===== config.mk =====
export PLATFORM = sky130hd
export DESIGN_NAME = sar_adc_conversion_control
export DESIGN_NICKNAME = d
export VERILOG_FILES = /design/src/adc_pkg.sv /design/src/sar_adc_conversion_control.sv
export VERILOG_INCLUDE_DIRS = /design/src
export SDC_FILE = /design/constraint.sdc
export NUM_CORES = 1
export LEC_CHECK = 0
export ABC_AREA = 1
export BUFFER_PORTS_ARGS = -buffer_cell sky130_fd_sc_hd__buf_2
export CORE_ASPECT_RATIO = 0.9
export CORE_MARGIN = 2
export CORE_UTILIZATION = 40
export CTS_BUF_LIST = sky130_fd_sc_hd__clkbuf_16
export DETAILED_ROUTE_END_ITERATION = 8
export PLACE_DENSITY = 0.7
export SETUP_SLACK_MARGIN = 0.1
export SKIP_LAST_GASP = 1
export SLEW_MARGIN = 20
export SYNTH_ARGS = -nofsm -noshare
export SYNTH_HDL_FRONTEND = slang
export SYNTH_SLANG_ARGS = --single-unit
export TNS_END_PERCENT = 20

===== constraint.sdc =====
create_clock -name pclk -period 4.6 [get_ports pclk]
set_clock_uncertainty 0.1 [all_clocks]
set_input_delay 0.23 -clock pclk [delete_from_list [all_inputs] [get_ports pclk]]
set_output_delay 0.23 -clock pclk [all_outputs]
set_load 0.03 [all_outputs]

===== src/adc_consts.svh =====
`ifndef ADC_CONSTS_SVH
`define ADC_CONSTS_SVH
// Behaviour
// - async enable wins, else select bus or alternate
// - alternate source is four times bus clock
// - async oscillator runs only while syncing or converting on it
// - async oscillator keeps running in stop mode
// - source divided by 1, 2, 4 or 8
// - no hardware trigger, software or continuous only
// - one channel routed, chosen by control write bits 4:0
// - control write starts conversion unless channel all ones
// - 10-bit right-justified, 8-bit rounded into low
// - continuous mode restarts after every transfer
// - single mode powers down after completion
// - transfer into result registers sets complete flag
// - interrupt raised when flag sets with enable
// - in 10-bit mode, high read without low read blocks transfer
// - blocked transfer always starts another conversion
// - control, clock write, reset or non-async stop aborts
// - abort keeps last result, reset clears it
// - first short 10-bit conversion 21 ticks plus 3 bus clocks
`define OFF_SC 8'h00
`define OFF_CFG 8'h04
`define OFF_RES_HI 8'h08
`define OFF_RES_LO 8'h0C
`define SC_CONVERSION_COMPLETE 7
`define SC_IE 6
`define SC_CONT 5
`define CFG_SEL_BUS 0
`define CFG_ASYNC 1
`define CFG_TEN_BIT 2
`define CFG_LONG 3
`define CFG_DIV_LO 5
`define CH_IDLE 5'h1F
`define SYNC_BUS_CLOCKS 2'h3
`define TICKS_10 6'h13
`define TICKS_8 6'h10
`define TICKS_LONG 6'h14
`define TICKS_FIRST 6'h02
`define ALT_PER_BUS 5'h04
`endif


===== src/adc_pkg.sv =====
package adc_pkg;
    typedef enum logic [2:0] {
        ST_IDLE = 3'b001,
        ST_SYNC = 3'b010,
        ST_CONV = 3'b100
    } state_e;

    typedef struct packed {
        state_e state;
        logic [4:0] ch;
        logic ie;
        logic cont;
        logic conversion_complete;
        logic irq;
        logic hi_read;
        logic sel_bus;
        logic async_en;
        logic ten_bit;
        logic long_smp;
        logic [1:0] div;
        logic [1:0] res_hi;
        logic [7:0] res_lo;
        logic first;
        logic [5:0] cnt;
        logic [1:0] sync_cnt;
        logic [3:0] acc;
        logic tick;
        logic power;
        logic osc_en;
        logic ac1;
        logic ac2;
        logic ac3;
        logic st1;
        logic st2;
        logic pready;
        logic pslverr;
        logic [31:0] prdata;
    } ctl_s;
endpackage


===== src/sar_adc_conversion_control.sv =====
`timescale 1ns/1ns
`include "adc_consts.svh"
module sar_adc_conversion_control (
    input wire logic pclk,
    input wire logic presetn,
    input wire logic psel,
    input wire logic penable,
    input wire logic pwrite,
    input wire logic [7:0] paddr,
    input wire logic [31:0] pwdata,
    output logic [31:0] prdata,
    output logic pready,
    output logic pslverr,
    input wire logic async_clk_in,
    input wire logic stop_mode,
    input wire logic [9:0] core_result,
    output logic [4:0] core_channel,
    output logic core_power,
    output logic core_clock_tick,
    output logic async_osc_enable,
    output logic irq
);
    import adc_pkg::*;

    ctl_s ctl_reg;
    ctl_s ctl_next;

    function automatic logic [5:0] conv_len(input logic ten, input logic lng, input logic fst);
        logic [5:0] n;
        n = ten ? `TICKS_10 : `TICKS_8;
        if (lng) n = n + `TICKS_LONG;
        if (fst) n = n + `TICKS_FIRST;
        return n - 6'h01;
    endfunction

    function automatic logic [7:0] round8(input logic [9:0] v);
        return (v[9:2] == 8'hFF) ? 8'hFF : v[9:2] + {7'h00, v[1]};
    endfunction

    logic setup;
    logic access_done;
    logic wr_sc;
    logic wr_cfg;
    logic rd_hi;
    logic rd_lo;
    logic async_edge;
    logic stop_abort;
    logic conv_end;
    logic blocked;
    logic [4:0] inc;
    logic [4:0] ratio;
    logic [4:0] sum;
    logic abort;

    assign setup = psel && !penable;
    assign access_done = psel && penable && ctl_reg.pready;
    assign wr_sc = access_done && pwrite && paddr == `OFF_SC;
    assign wr_cfg = access_done && pwrite && paddr == `OFF_CFG;
    assign rd_hi = access_done && !pwrite && paddr == `OFF_RES_HI;
    assign rd_lo = access_done && !pwrite && paddr == `OFF_RES_LO;
    assign async_edge = ctl_reg.ac2 && !ctl_reg.ac3;
    // stop without the async oscillator kills the conversion
    assign stop_abort = ctl_reg.st2 && !ctl_reg.async_en;
    assign conv_end = ctl_reg.state == ST_CONV && ctl_reg.tick && ctl_reg.cnt == 6'h00;
    assign blocked = ctl_reg.ten_bit && ctl_reg.hi_read;
    assign abort = wr_sc || wr_cfg || stop_abort;

    // source edges per bus clock
    always_comb begin
        if (ctl_reg.async_en) begin
            inc = {4'h0, async_edge};
        end else if (ctl_reg.sel_bus) begin
            inc = 5'h01;
        end else begin
            inc = `ALT_PER_BUS;
        end
        ratio = 5'h01 << ctl_reg.div;
        sum = {1'b0, ctl_reg.acc} + inc;
    end

    always_comb begin
        ctl_next = ctl_reg;
        ctl_next.ac1 = async_clk_in;
        ctl_next.ac2 = ctl_reg.ac1;
        ctl_next.ac3 = ctl_reg.ac2;
        ctl_next.st1 = stop_mode;
        ctl_next.st2 = ctl_reg.st1;
        ctl_next.pready = setup && !ctl_reg.pready;
        ctl_next.tick = 1'b0;
        if (setup) begin
            ctl_next.pslverr = 1'b0;
            ctl_next.prdata = 32'h0000_0000;
            case (paddr)
                `OFF_SC: ctl_next.prdata[7:0] =
                    {ctl_reg.conversion_complete, ctl_reg.ie, ctl_reg.cont, ctl_reg.ch};
                `OFF_CFG: ctl_next.prdata[6:0] = {ctl_reg.div, 1'b0, ctl_reg.long_smp,
                    ctl_reg.ten_bit, ctl_reg.async_en, ctl_reg.sel_bus};
                `OFF_RES_HI: ctl_next.prdata[1:0] = ctl_reg.res_hi;
                `OFF_RES_LO: ctl_next.prdata[7:0] = ctl_reg.res_lo;
                default: ctl_next.pslverr = 1'b1;
            endcase
        end
        if (rd_hi && ctl_reg.ten_bit) begin
            ctl_next.hi_read = 1'b1;
        end
        if (rd_lo) begin
            ctl_next.hi_read = 1'b0;
            ctl_next.conversion_complete = 1'b0;
            ctl_next.irq = 1'b0;
        end
        // converter clock divider, runs only outside ST_IDLE, during sync and conversion
        if (ctl_reg.state != ST_IDLE) begin
            if (sum >= ratio) begin
                ctl_next.tick = 1'b1;
                ctl_next.acc = 4'h0;
            end else begin
                ctl_next.acc = sum[3:0];
            end
        end
        case (ctl_reg.state)
            ST_IDLE: begin
            end
            ST_SYNC: begin
                ctl_next.sync_cnt = ctl_reg.sync_cnt - 2'h1;
                if (ctl_reg.sync_cnt == 2'h1) begin
                    ctl_next.state = ST_CONV;
                    ctl_next.acc = 4'h0;
                    // first conversion carries two extra ticks
                    ctl_next.cnt = conv_len(ctl_reg.ten_bit, ctl_reg.long_smp, 1'b1);
                    ctl_next.first = 1'b1;
                end
            end
            ST_CONV: begin
                if (ctl_reg.tick && ctl_reg.cnt != 6'h00) begin
                    ctl_next.cnt = ctl_reg.cnt - 6'h01;
                end
                // an abort in the same cycle drops the result
                if (conv_end && !abort) begin
                    ctl_next.cnt = conv_len(ctl_reg.ten_bit, ctl_reg.long_smp, 1'b0);
                    ctl_next.first = 1'b0;
                    if (blocked) begin
                        ctl_next.state = ST_CONV;
                    end else begin
                        if (ctl_reg.ten_bit) begin
                            ctl_next.res_hi = core_result[9:8];
                            ctl_next.res_lo = core_result[7:0];
                        end else begin
                            ctl_next.res_hi = 2'h0;
                            ctl_next.res_lo = round8(core_result);
                        end
                        ctl_next.conversion_complete = 1'b1;
                        if (ctl_reg.ie) begin
                            ctl_next.irq = 1'b1;
                        end
                        ctl_next.state = ctl_reg.cont ? ST_CONV : ST_IDLE;
                    end
                end
            end
            default: ctl_next.state = ST_IDLE;
        endcase
        // aborts leave the result registers untouched
        if (stop_abort || wr_cfg) begin
            ctl_next.state = ST_IDLE;
        end
        if (wr_cfg) begin
            ctl_next.sel_bus = pwdata[`CFG_SEL_BUS];
            ctl_next.async_en = pwdata[`CFG_ASYNC];
            ctl_next.ten_bit = pwdata[`CFG_TEN_BIT];
            ctl_next.long_smp = pwdata[`CFG_LONG];
            ctl_next.div = pwdata[`CFG_DIV_LO+:2];
        end
        // only software starts a conversion
        if (wr_sc) begin
            ctl_next.ch = pwdata[4:0];
            ctl_next.ie = pwdata[`SC_IE];
            ctl_next.cont = pwdata[`SC_CONT];
            ctl_next.conversion_complete = 1'b0;
            ctl_next.irq = 1'b0;
            if (pwdata[4:0] == `CH_IDLE) begin
                ctl_next.state = ST_IDLE;
            end else begin
                ctl_next.state = ST_SYNC;
                ctl_next.sync_cnt = `SYNC_BUS_CLOCKS;
            end
        end
        ctl_next.power = ctl_next.state != ST_IDLE;
        ctl_next.osc_en = ctl_next.power && ctl_next.async_en;
    end

    always_ff @(posedge pclk or negedge presetn) begin
        if (!presetn) begin
            ctl_reg <= '{state: ST_IDLE, ch: `CH_IDLE, div: 2'h0, res_hi: 2'h0,
                res_lo: 8'h00, cnt: 6'h00, sync_cnt: 2'h0, acc: 4'h0,
                prdata: 32'h0000_0000, default: 1'b0};
        end else begin
            ctl_reg <= ctl_next;
        end
    end

    assign prdata = ctl_reg.prdata;
    assign pready = ctl_reg.pready;
    assign pslverr = ctl_reg.pslverr;
    assign core_channel = ctl_reg.ch;
    assign core_power = ctl_reg.power;
    assign core_clock_tick = ctl_reg.tick;
    assign async_osc_enable = ctl_reg.osc_en;
    assign irq = ctl_reg.irq;
endmodule // sar_adc_conversion_control


======== Word level (Yosys, flattened, before mapping) ========
Index checks and enable logic that the tools add are counted.
word-level totals
  word-level logic and storage cells ...... 130
  register bits ........................... 59
  output and inout port bits .............. 43
operators by class
  reduce and logical (&&, ||, !) cells .... 36
  bitwise logic cells ..................... 1
  shift-type cells ........................ 1
  eq/ne operators ......................... 13
  order comparisons ....................... 1
  add/sub/neg operators ................... 8
  mux-type cells .......................... 42
operators by type and width
  cell                   number
  $mux W6                11
  $mux W3                7
  $logic_and A1 B1 Y1    19
  $sub A6 B1 Y6 const B  3
  $eq A8 B4 Y1 const B   2
  $mux W5                3
  $pmux W5 S3            1
  $mux W2                7
  $mux W12               1
  $pmux W6 S2            1
  $mux W10               1
  $ne A3 B1 Y1 const B   3
  $pmux W3 S3            1
  $add A8 B1 Y8          1
  $eq A8 B3 Y1 const B   1
  $eq A8 B8 Y1 const B   1
  $logic_not A8 Y1       1
  $mux W4                2
  $mux W8                1
  $pmux W2 S4            1
  $add A5 B5 Y6 const B  1
  $add A6 B2 Y6 const B  1
  $logic_not A1 Y1       6
  $logic_not A6 Y1       1
  other kinds (18)       25

======== Longest topological paths before layout ========
Gate-level depths: netlist of the first run.
  depth after elaboration ................. 14
  gate-level depth with buffers ........... 16
  mapped depth without buffers ............ 16

======== Worst setup path after synthesis of the first run ========
Ideal clock, no wire load.
  kind .................................... register to register
  start point ............................. register ctl_reg[69] (netlist bit)
  end point ............................... register ctl_reg[42] (netlist bit)
  setup time .............................. 0.111 ns
  path slack .............................. 2.289 ns
  stages on the path, launching flop included .. 13
  buffers on the path ..................... 0
  arrival ................................. 2.099 ns
  clock period less this slack ............ 2.311 ns
  cells stage by stage .................... dfrtp_1 nor2_1 a21oi_1 ha_1 ha_1 ha_1 o21ai_0 inv_1 o21ai_0 inv_1 o21ai_0 a21oi_1 a2111oi_2
RTL lines
  what                      RTL line                           text
  start: declaration        sar_adc_conversion_control.sv:25   ctl_s ctl_reg;
  start signal: assignment  sar_adc_conversion_control.sv:192  ctl_reg <= '{state: ST_IDLE, ch: `CH_IDLE, div: 2'h0, res_hi: 2'h0,
  start signal: assignment  sar_adc_conversion_control.sv:196  ctl_reg <= ctl_next;

==> flow_metrics.env, run 1 <==
export IMPL_status="finished, final reports clean"
export IMPL_cpMaxStageDelayCell="dfrtp_1"
export IMPL_worst_setup_path_start_kind="flip-flop"
export IMPL_netlist_area_um2=3541
export IMPL_final_cell_mix="nand2_1 (91), dfrtp_1 (53), buf_2 (50)"
export IMPL_finalSetupViolCount=0
export IMPL_die_h_um=93.26
export IMPL_drtIter0Drc=155
export IMPL_hold_path_startpoint="pwdata[1]"
export IMPL_yosys_warnings=0
export IMPL_synthArstFlopShare=1.000
export IMPL_fp_coreArea_um2=8568
export IMPL_via_count=2798
export IMPL_crit_required_ns=4.71
export IMPL_worstMarginPinSlew_ns=0.7331
export IMPL_worstSetupPathType="flip-flop to flip-flop"
export IMPL_layout_min_cycle_time_ns=2.609
export IMPL_largest_register_ffs=37
export IMPL_ys_ff_latch=59
export IMPL_grt_pass1_vias=2566
export IMPL_rows=32
export IMPL_synth_xor_area_share=0.01979
export IMPL_port_buffers=50
export IMPL_grt_overflow_total=0
export IMPL_postRouteAntennaNets=0
export IMPL_grt_max_degree=60
export IMPL_cts_tree="done"
export IMPL_r2r_start="ctl_reg[69]"
export IMPL_whs_ns=0.04049
export IMPL_synth_compound_area_frac=0.1095
export IMPL_ys_flop_type="dfrtp_1"
export IMPL_wl_mm=7.283
export IMPL_post_cts_buffers=0
export IMPL_muxShareOfSynthArea=0
export IMPL_detailed_place_hpwl_mm=5.585
export IMPL_fin_crit_sh=0.5672
export IMPL_clk_path_buf_depth=2
export IMPL_clkTransAtPathRegs_ns=0.05
export IMPL_layout_setup_ws_ns=1.991
export IMPL_synth_top_family_by_area="simple AND/OR/NAND/NOR gates"
export IMPL_via_per_inst=4.710
export IMPL_post_place_ws_ns=1.998
export IMPL_holdPathStages=3
export IMPL_route_detailed_drc=0
export IMPL_grt_use_total=0.1645
export IMPL_cellLeakagePower_nw=2.085
export IMPL_wire_per_inst_um=12.26
export IMPL_ff2ff_setup_slack_ns=1.99
export IMPL_p_total_mw=1.264
export IMPL_nets=539
export IMPL_ios=100
export IMPL_die_area_um2=9622
export IMPL_slew_violations=0
export IMPL_crit_chain="nor2_1, a21oi_1, ha_1, ha_1, ha_1, o21ai_0, inv_1, o21ai_0, inv_1, o21ai_0, a21oi_1, a2111oi_2"
export IMPL_cp_end_kind="flip-flop"
export IMPL_min_path_type="input pin to flip-flop"
export IMPL_grt_pass1_wl_mm=12.14
export IMPL_synth_fa_ha_area_frac=0.04240
export IMPL_gp_congestion=0.8181
export IMPL_final_common_cell="nand2_1"
export IMPL_root_buffer="clkbuf_16"
export IMPL_antenna_found_initial=0
export IMPL_drive_gt1_frac=0.2295
export IMPL_slew_headroom=0.5113
export IMPL_post_synth_num_cell_types=42
export IMPL_crit_path_max_incr_delay_ns=0.42
export IMPL_clock_latency_ns=0.33
export IMPL_reg2reg_depth=12
export IMPL_die_width_um=103.2
export IMPL_critical_path_arrival_ns=2.72
export IMPL_h_tree_depth=3
export IMPL_avgSynthCellArea_um2=8.332
export IMPL_hold_viol=0
export IMPL_synthSimpleGateAreaFrac=0.2668
export IMPL_first_pass_iters=4
export IMPL_critPathMaxFanout=4
export IMPL_start_util=0.4133
export IMPL_ir_drop_uv=206.8
export IMPL_powerDensity_nw_per_um2=312.3
export IMPL_synth_edff_count=0
export IMPL_cts_buffers=9
export IMPL_antennaDiodeCount=0
export IMPL_min_to="core_channel[1]"
export IMPL_tns_ns=0
export IMPL_max_freq_mhz=383.3
export IMPL_synth_seq_area_share=0.4191
export IMPL_maxCapViolations=0
export IMPL_area_growth_pct=14.28
export IMPL_timing_rr_end="ctl_reg[42]"
export IMPL_syn_inst=425
export IMPL_cts_sinks=59
export IMPL_rsz0062_at_grt="no"
[cell usage after synthesis (all sizes together) (5+ instances only)]
cell type / number / area share
o21ai: 34 / 0.048
nand3: 24 / 0.041
dfrtp: 53 / 0.37
nand2: 103 / 0.13
nor3: 5 / 0.0071
a21oi: 7 / 0.011
o22ai: 6 / 0.011
buf: 39 / 0.081
dfstp: 6 / 0.045
inv: 52 / 0.056
ha: 12 / 0.042
nand4: 7 / 0.017
nor2: 42 / 0.065
[final cells by class]
type	count	area, µm²
fillers	834	4522
multi-input cells	294	1643
flip-flops and latches	59	1484
repair buffers	54	287.8
clock buffers	9	225.2
inverters	52	197.7
well taps	119	148.9
clock inverters	7	60.06
[repair_timing]
item	4_1_cts	5_1_grt
endpoints found under the hold margin	15	0
gates resized for setup	0	0
hold buffers	3	0
[worst max path at each step]
stage | startpoint | end | slack [ns] | cells past startpoint
3_3_place_gp | ctl_reg[69] | ctl_reg[42] | 2.03 | 12
4_1_cts | ctl_reg[69] | ctl_reg[42] | 1.99 | 12
2_1_floorplan | ctl_reg[69] | ctl_reg[42] | 2.29 | 12
5_1_grt | ctl_reg[69] | ctl_reg[42] | 1.73 | 12
6_report | ctl_reg[69] | ctl_reg[42] | 1.99 | 12
3_5_place_dp | ctl_reg[69] | ctl_reg[42] | 2.00 | 12
[where the power goes]
group / internal, mW / total, mW / switching [mW]
clock network: 0.411 / 0.638 / 0.227
logic: 0.0257 / 0.0970 / 0.0713
registers: 0.526 / 0.529 / 0.00294
total: 0.963 / 1.26 / 0.301
[metrics by stage]
stage,area [µm²],util,cells
after floorplan,3627,-,448
after global placement,3731,0.4355,575
after detailed placement,3731,0.4355,575
after CTS,4046,0.4723,594
after global routing,4046,0.4723,594
final,4046,0.4723,594
[critical path: cells and delay by family, from the launching register on]
kind                     cells  cell delay (ns)
AO/OA/AOI/OAI                6             0.91
adder cells (fa/ha/maj)      3             0.78
buffers and inverters        2             0.10
flip-flops                   1             0.42
AND/OR/NAND/NOR              1             0.19
[layer usage]
metal,global-route usage,vias up,wire length [µm]
met5,0,-,0
met3,0.04783,6,371
met4,0.04605,0,74
li1,-,1427,-
met1,0.2335,1293,3597
met2,0.2446,72,3239
[kinds of logic after synthesis]
family / Yosys count
other: 1
adder cells (fa/ha/maj): 12
AND/OR/NAND/NOR: 186
XOR/XNOR: 8
flip-flops: 59
AO/OA/AOI/OAI: 64
buffers and inverters: 95
No activity file was read; power rests on OpenSTA's default activity.
==> inputs of run 2 (changes only) <==
Settings changed: PLACE_DENSITY 0.7 to 0.72.
Clock period 4.6 ns to 2.1 ns, I/O delays scaled along.
==> flow_metrics.env, run 2 (synthesis results as in run 1) <==
export IMPL_max_freq_mhz=456.1
export IMPL_h_tree_depth=3
export IMPL_violations="negative setup slack"
export IMPL_fp_coreArea_um2=8568
export IMPL_cts_tree="done"
export IMPL_crit_required_ns=2.22
export IMPL_via_per_inst=4.720
export IMPL_root_buffer="clkbuf_16"
export IMPL_die_h_um=93.26
export IMPL_clkTransAtPathRegs_ns=0.05
export IMPL_pwr_share_comb=0.080
export IMPL_clk_path_buf_depth=2
export IMPL_grt_pass1_vias=2753
export IMPL_final_cell_mix="nand2_1 (91), dfrtp_1 (53), buf_2 (50)"
export IMPL_slew_headroom=0.5097
export IMPL_p_total_mw=2.953
export IMPL_layout_min_cycle_time_ns=2.192
export IMPL_grt_max_degree=60
export IMPL_critPathMaxFanout=4
export IMPL_wl_mm=7.741
export IMPL_fin_crit_sh=1.044
export IMPL_cp_end_kind="flip-flop"
export IMPL_largest_register_ffs=37
export IMPL_die_area_um2=9622
export IMPL_crit_path_max_incr_delay_ns=0.42
export IMPL_power_frac_clock=0.528
export IMPL_powerDensity_nw_per_um2=677.2
export IMPL_grt_pass1_wl_mm=12.51
export IMPL_critical_path_buf_inv_count=2
export IMPL_status="finished with violations"
export IMPL_start_util=0.4133
export IMPL_tns_ns=-0.3467
export IMPL_worstMarginPinSlew_ns=0.7355
export IMPL_wire_per_inst_um=12.47
export IMPL_post_place_ws_ns=-0.2705
export IMPL_postRouteAntennaNets=0
export IMPL_final_common_cell="nand2_1"
export IMPL_hold_viol=0
export IMPL_die_width_um=103.2
export IMPL_pwr_share_seq=0.392
export IMPL_crit_chain="nor2_2, a21oi_2, ha_2, ha_4, ha_4, o21ai_1, inv_1, o21ai_1, inv_1, o21ai_2, a21oi_2, nor4_1"
export IMPL_finalSetupViolCount=5
export IMPL_antenna_found_initial=0
export IMPL_p_sw_frac=0.2349
export IMPL_first_pass_iters=4
export IMPL_slew_violations=0
export IMPL_critical_path_arrival_ns=2.31
export IMPL_maxCapViolations=0
export IMPL_critPathLaunch="ctl_reg[69]"
export IMPL_ir_drop_uv=426.6
export IMPL_port_buffers=50
export IMPL_cpMaxStageDelayCell="dfrtp_1"
export IMPL_ios=100
export IMPL_via_count=2931
export IMPL_clock_latency_ns=0.33
export IMPL_cts_buffers=9
export IMPL_r2r_start="ctl_reg[69]"
export IMPL_nets=566
export IMPL_drive_gt1_frac=0.2709
export IMPL_detailed_place_hpwl_mm=5.783
export IMPL_worst_setup_path_start_kind="flip-flop"
export IMPL_worstSetupPathType="flip-flop to flip-flop"
export IMPL_power_switching_mw=0.6937
export IMPL_grt_use_total=0.1675
export IMPL_min_path_type="input pin to flip-flop"
export IMPL_grt_overflow_total=0
export IMPL_cellLeakagePower_nw=2.213
export IMPL_area_growth_pct=23.14
export IMPL_cts_sinks=59
export IMPL_intPower_mw=2.259
export IMPL_drtIter0Drc=168
export IMPL_whs_ns=0.02036
export IMPL_critical_path_top_delay_family="adder cells"
export IMPL_gp_congestion=0.8014
export IMPL_layout_setup_ws_ns=-0.09248
export IMPL_hold_path_startpoint="core_result[1]"
export IMPL_postLayoutCoreUtil=0.5089
export IMPL_antennaDiodeCount=0
export IMPL_route_detailed_drc=0
export IMPL_rsz0062_at_grt="yes"
export IMPL_rows=32
[run 2: cell count changes in the layout (fill, tap and decap cells not counted), sizes merged]
cell | previous run | this run
clkinv | 4 | 1
buf | 51 | 68
bufinv | 1 | 2
clkinvlp | 1 | 2
dlygate4sd3 | 3 | 13
inv | 53 | 54
[run 2: tightest hold or removal path, stage by stage]
cell and delay [ns]:
buf_2 0.09, o22ai_1 0.08, o21ai_0 0.13
[run 2: final timing paths]
path	cells past startpoint	slack, ns	endpoint
max in group asynchronous	3	1.05	ctl_reg[42]
min	3	0.02	ctl_reg[56]
min reg2reg	0	0.25	ctl_next[36]
min in group asynchronous	3	0.36	ctl_reg[45]
max	12	-0.09	ctl_reg[43]
max reg2reg	12	-0.09	ctl_reg[43]
[run 2: power groups by stage]
stage	logic (mW)	registers [mW]	clock network, mW
global route	0.258	1.16	1.63
CTS	0.237	1.16	1.58
global placement	0.213	1.18	0
detailed placement	0.216	1.18	0
floorplan	0.162	1.18	0
finish	0.236	1.16	1.56
[run 2: metal layers]
metal  vias up  part of all wire  track usage
li1       1470                 -            -
met1      1392              0.46       0.2241
met2        61              0.48       0.2652
met3         8             0.047      0.03812
met4         0             0.013      0.06031
met5         -                 0            0
[run 2: area by class of cell]
| cell class | count | area, µm² |
|---|---|---|
| fillers | 823 | 4208 |
| multi-input cells | 294 | 1697 |
| flip-flops and latches | 59 | 1484 |
| repair buffers | 81 | 515.5 |
| clock buffers | 9 | 225.2 |
| inverters | 52 | 197.7 |
| well taps | 119 | 148.9 |
| clock inverters | 7 | 92.59 |
[run 2: stage by stage]
step / cell area [µm²] / std cells
after detailed placement: 3876 / 588
after global placement: 3876 / 588
after global routing: 4360 / 621
after floorplan: 3675 / 448
final: 4360 / 621
after CTS: 4353 / 620
[run 2: repair_timing]
item                       CTS  global route
setup endpoints to repair    6            10
buffers inserted             3             1
resized for setup            2             0
hold buffers                13             0
hold endpoints to repair    70             0
pin swaps                    7             0
==> inputs of run 3 (changes only) <==
Settings changed: CORE_UTILIZATION 40 to 48, PLACE_DENSITY 0.72 to 0.83.
==> flow_metrics.env, run 3 (synthesis results as in run 1) <==
export IMPL_finalInstanceArea_um2=4325
export IMPL_clkTransAtPathRegs_ns=0.05
export IMPL_postLayoutCoreUtil=0.6082
export IMPL_grt_pass1_wl_mm=13.83
export IMPL_cpMaxStageDelayCell="dfrtp_1"
export IMPL_clk_path_buf_depth=2
export IMPL_postRouteAntennaNets=0
export IMPL_slew_violations=0
export IMPL_fin_crit_sh=1.100
export IMPL_wire_per_inst_um=14.11
export IMPL_route_detailed_drc=0
export IMPL_status="finished with violations"
export IMPL_grt_use_total=0.2211
export IMPL_fp_coreArea_um2=7112
export IMPL_cellLeakagePower_nw=2.189
export IMPL_min_path_type="input pin to flip-flop"
export IMPL_holdPathStages=3
export IMPL_nets=567
export IMPL_final_common_cell="nand2_1"
export IMPL_largest_register_ffs=37
export IMPL_finalSetupViolCount=5
export IMPL_critical_path_arrival_ns=2.42
export IMPL_layout_min_cycle_time_ns=2.310
export IMPL_critical_path_top_delay_family="compound AO/OA/AOI/OAI gates"
export IMPL_slew_headroom=0.6086
export IMPL_fillCellCount=603
export IMPL_first_pass_iters=6
export IMPL_crit_path_max_incr_delay_ns=0.42
export IMPL_critPathMaxFanout=4
export IMPL_maxCapViolations=0
export IMPL_grt_max_degree=27
export IMPL_antenna_found_initial=0
export IMPL_regArea_um2=1484
export IMPL_via_count=3089
export IMPL_detailed_place_hpwl_mm=5.992
export IMPL_clock_latency_ns=0.33
export IMPL_crit_required_ns=2.22
export IMPL_cp_end_kind="flip-flop"
export IMPL_fin_cells=596
export IMPL_root_buffer="clkbuf_16"
export IMPL_rows=29
export IMPL_powerDensity_nw_per_um2=639.2
export IMPL_die_h_um=85.48
export IMPL_place_area_um2=3844
export IMPL_gp_congestion=0.8991
export IMPL_critical_path_buf_inv_count=2
export IMPL_max_freq_mhz=432.9
export IMPL_final_cell_mix="nand2_1 (91), dfrtp_1 (53), buf_2 (50)"
export IMPL_layout_setup_ws_ns=-0.2098
export IMPL_via_per_inst=5.183
export IMPL_ios=100
export IMPL_die_width_um=94.54
export IMPL_hold_viol=0
export IMPL_drtIter0Drc=234
export IMPL_crit_chain="nor2_2, a21oi_2, ha_2, ha_4, ha_4, o21ai_2, inv_1, o21ai_1, inv_1, o21ai_2, a21oi_2, a2111oi_2"
export IMPL_cts_buffers=9
export IMPL_worstMarginPinSlew_ns=0.5871
export IMPL_die_area_um2=8081
export IMPL_violations="negative setup slack"
export IMPL_ir_drop_uv=465.9
export IMPL_worstSetupPathType="flip-flop to flip-flop"
export IMPL_worst_path_stages=12
export IMPL_cts_sinks=59
export IMPL_grt_pass1_vias=2978
export IMPL_rsz0062_at_grt="yes"
export IMPL_wl_mm=8.407
export IMPL_worst_setup_path_start_kind="flip-flop"
export IMPL_reg2reg_depth=12
export IMPL_start_util=0.4979
export IMPL_drive_gt1_frac=0.2803
export IMPL_grt_overflow_total=0
export IMPL_port_buffers=50
export IMPL_h_tree_depth=3
export IMPL_area_growth_pct=22.16
export IMPL_cts_tree="done"
export IMPL_antennaDiodeCount=0
export IMPL_place_inst=562
export IMPL_multi_input_area_um2=1727
## run 3: worst reg2reg max path, cell delays in order (launching register included)
cell,delay (ns)
dfrtp_1,0.42
nor2_2,0.15
a21oi_2,0.05
ha_2,0.20
ha_4,0.30
ha_4,0.19
o21ai_2,0.05
inv_1,0.05
o21ai_1,0.11
inv_1,0.07
o21ai_2,0.15
a21oi_2,0.11
a2111oi_2,0.24
## run 3: per-layer routing
layer	track usage	share of wire	up-vias
met4	0.09750	0.028	0
met1	0.2735	0.42	1484
li1	-	-	1471
met2	0.3662	0.49	108
met5	0	0	-
met3	0.05506	0.061	26
## run 3: what timing repair did
action                                  CTS  global route
hold buffers                             13             0
gates resized for setup                   5             1
setup buffers                             4             1
endpoints found under the hold margin    37             0
endpoints found under the setup margin    6            10
pin swaps                                 7             0
## run 3: path summary, 6_finish.rpt
kind | startpoint | endpoint | slack, ns
min in group asynchronous | presetn | ctl_reg[44] | 0.21
min | core_result[1] | ctl_reg[56] | 0.02
max | ctl_reg[69] | ctl_reg[42] | -0.21
max reg2reg | ctl_reg[69] | ctl_reg[42] | -0.21
min reg2reg | ctl_next[34] | ctl_reg[34] | 0.25
max in group asynchronous | presetn | core_channel[0] | 0.96
## run 3: cell type report
cell class                 instances  share of cell area
tap                               93             0.02690
clock inverter                     7             0.01215
inverter                          52             0.04570
multi-input combinational        294              0.3992
clock buffer                       9             0.05207
timing repair buffer              82              0.1209
sequential                        59              0.3431
## run 3: power by group
group	internal, mW	switching (mW)	leakage, nW
logic	0.0795	0.166	1.30
registers	1.15	0.00753	0.765
clock network	0.802	0.558	0.126
total	2.03	0.732	2.19
## run 3: metrics by stage
stage | hold WS [ns] | total power [mW] | setup TNS [ns] | setup WS, ns
6_report | 0.01909 | 2.765 | -0.7106 | -0.2098
5_1_grt | 0.05627 | 2.851 | -1.463 | -0.3216
4_1_cts | 0.02197 | 2.775 | -0.3541 | -0.1058
3_5_place_dp | 0.04545 | 1.398 | -0.7826 | -0.2949
3_3_place_gp | 0.03499 | 1.392 | -0.3384 | -0.1734
2_1_floorplan | -0.2906 | 1.345 | -0.1146 | -0.1146
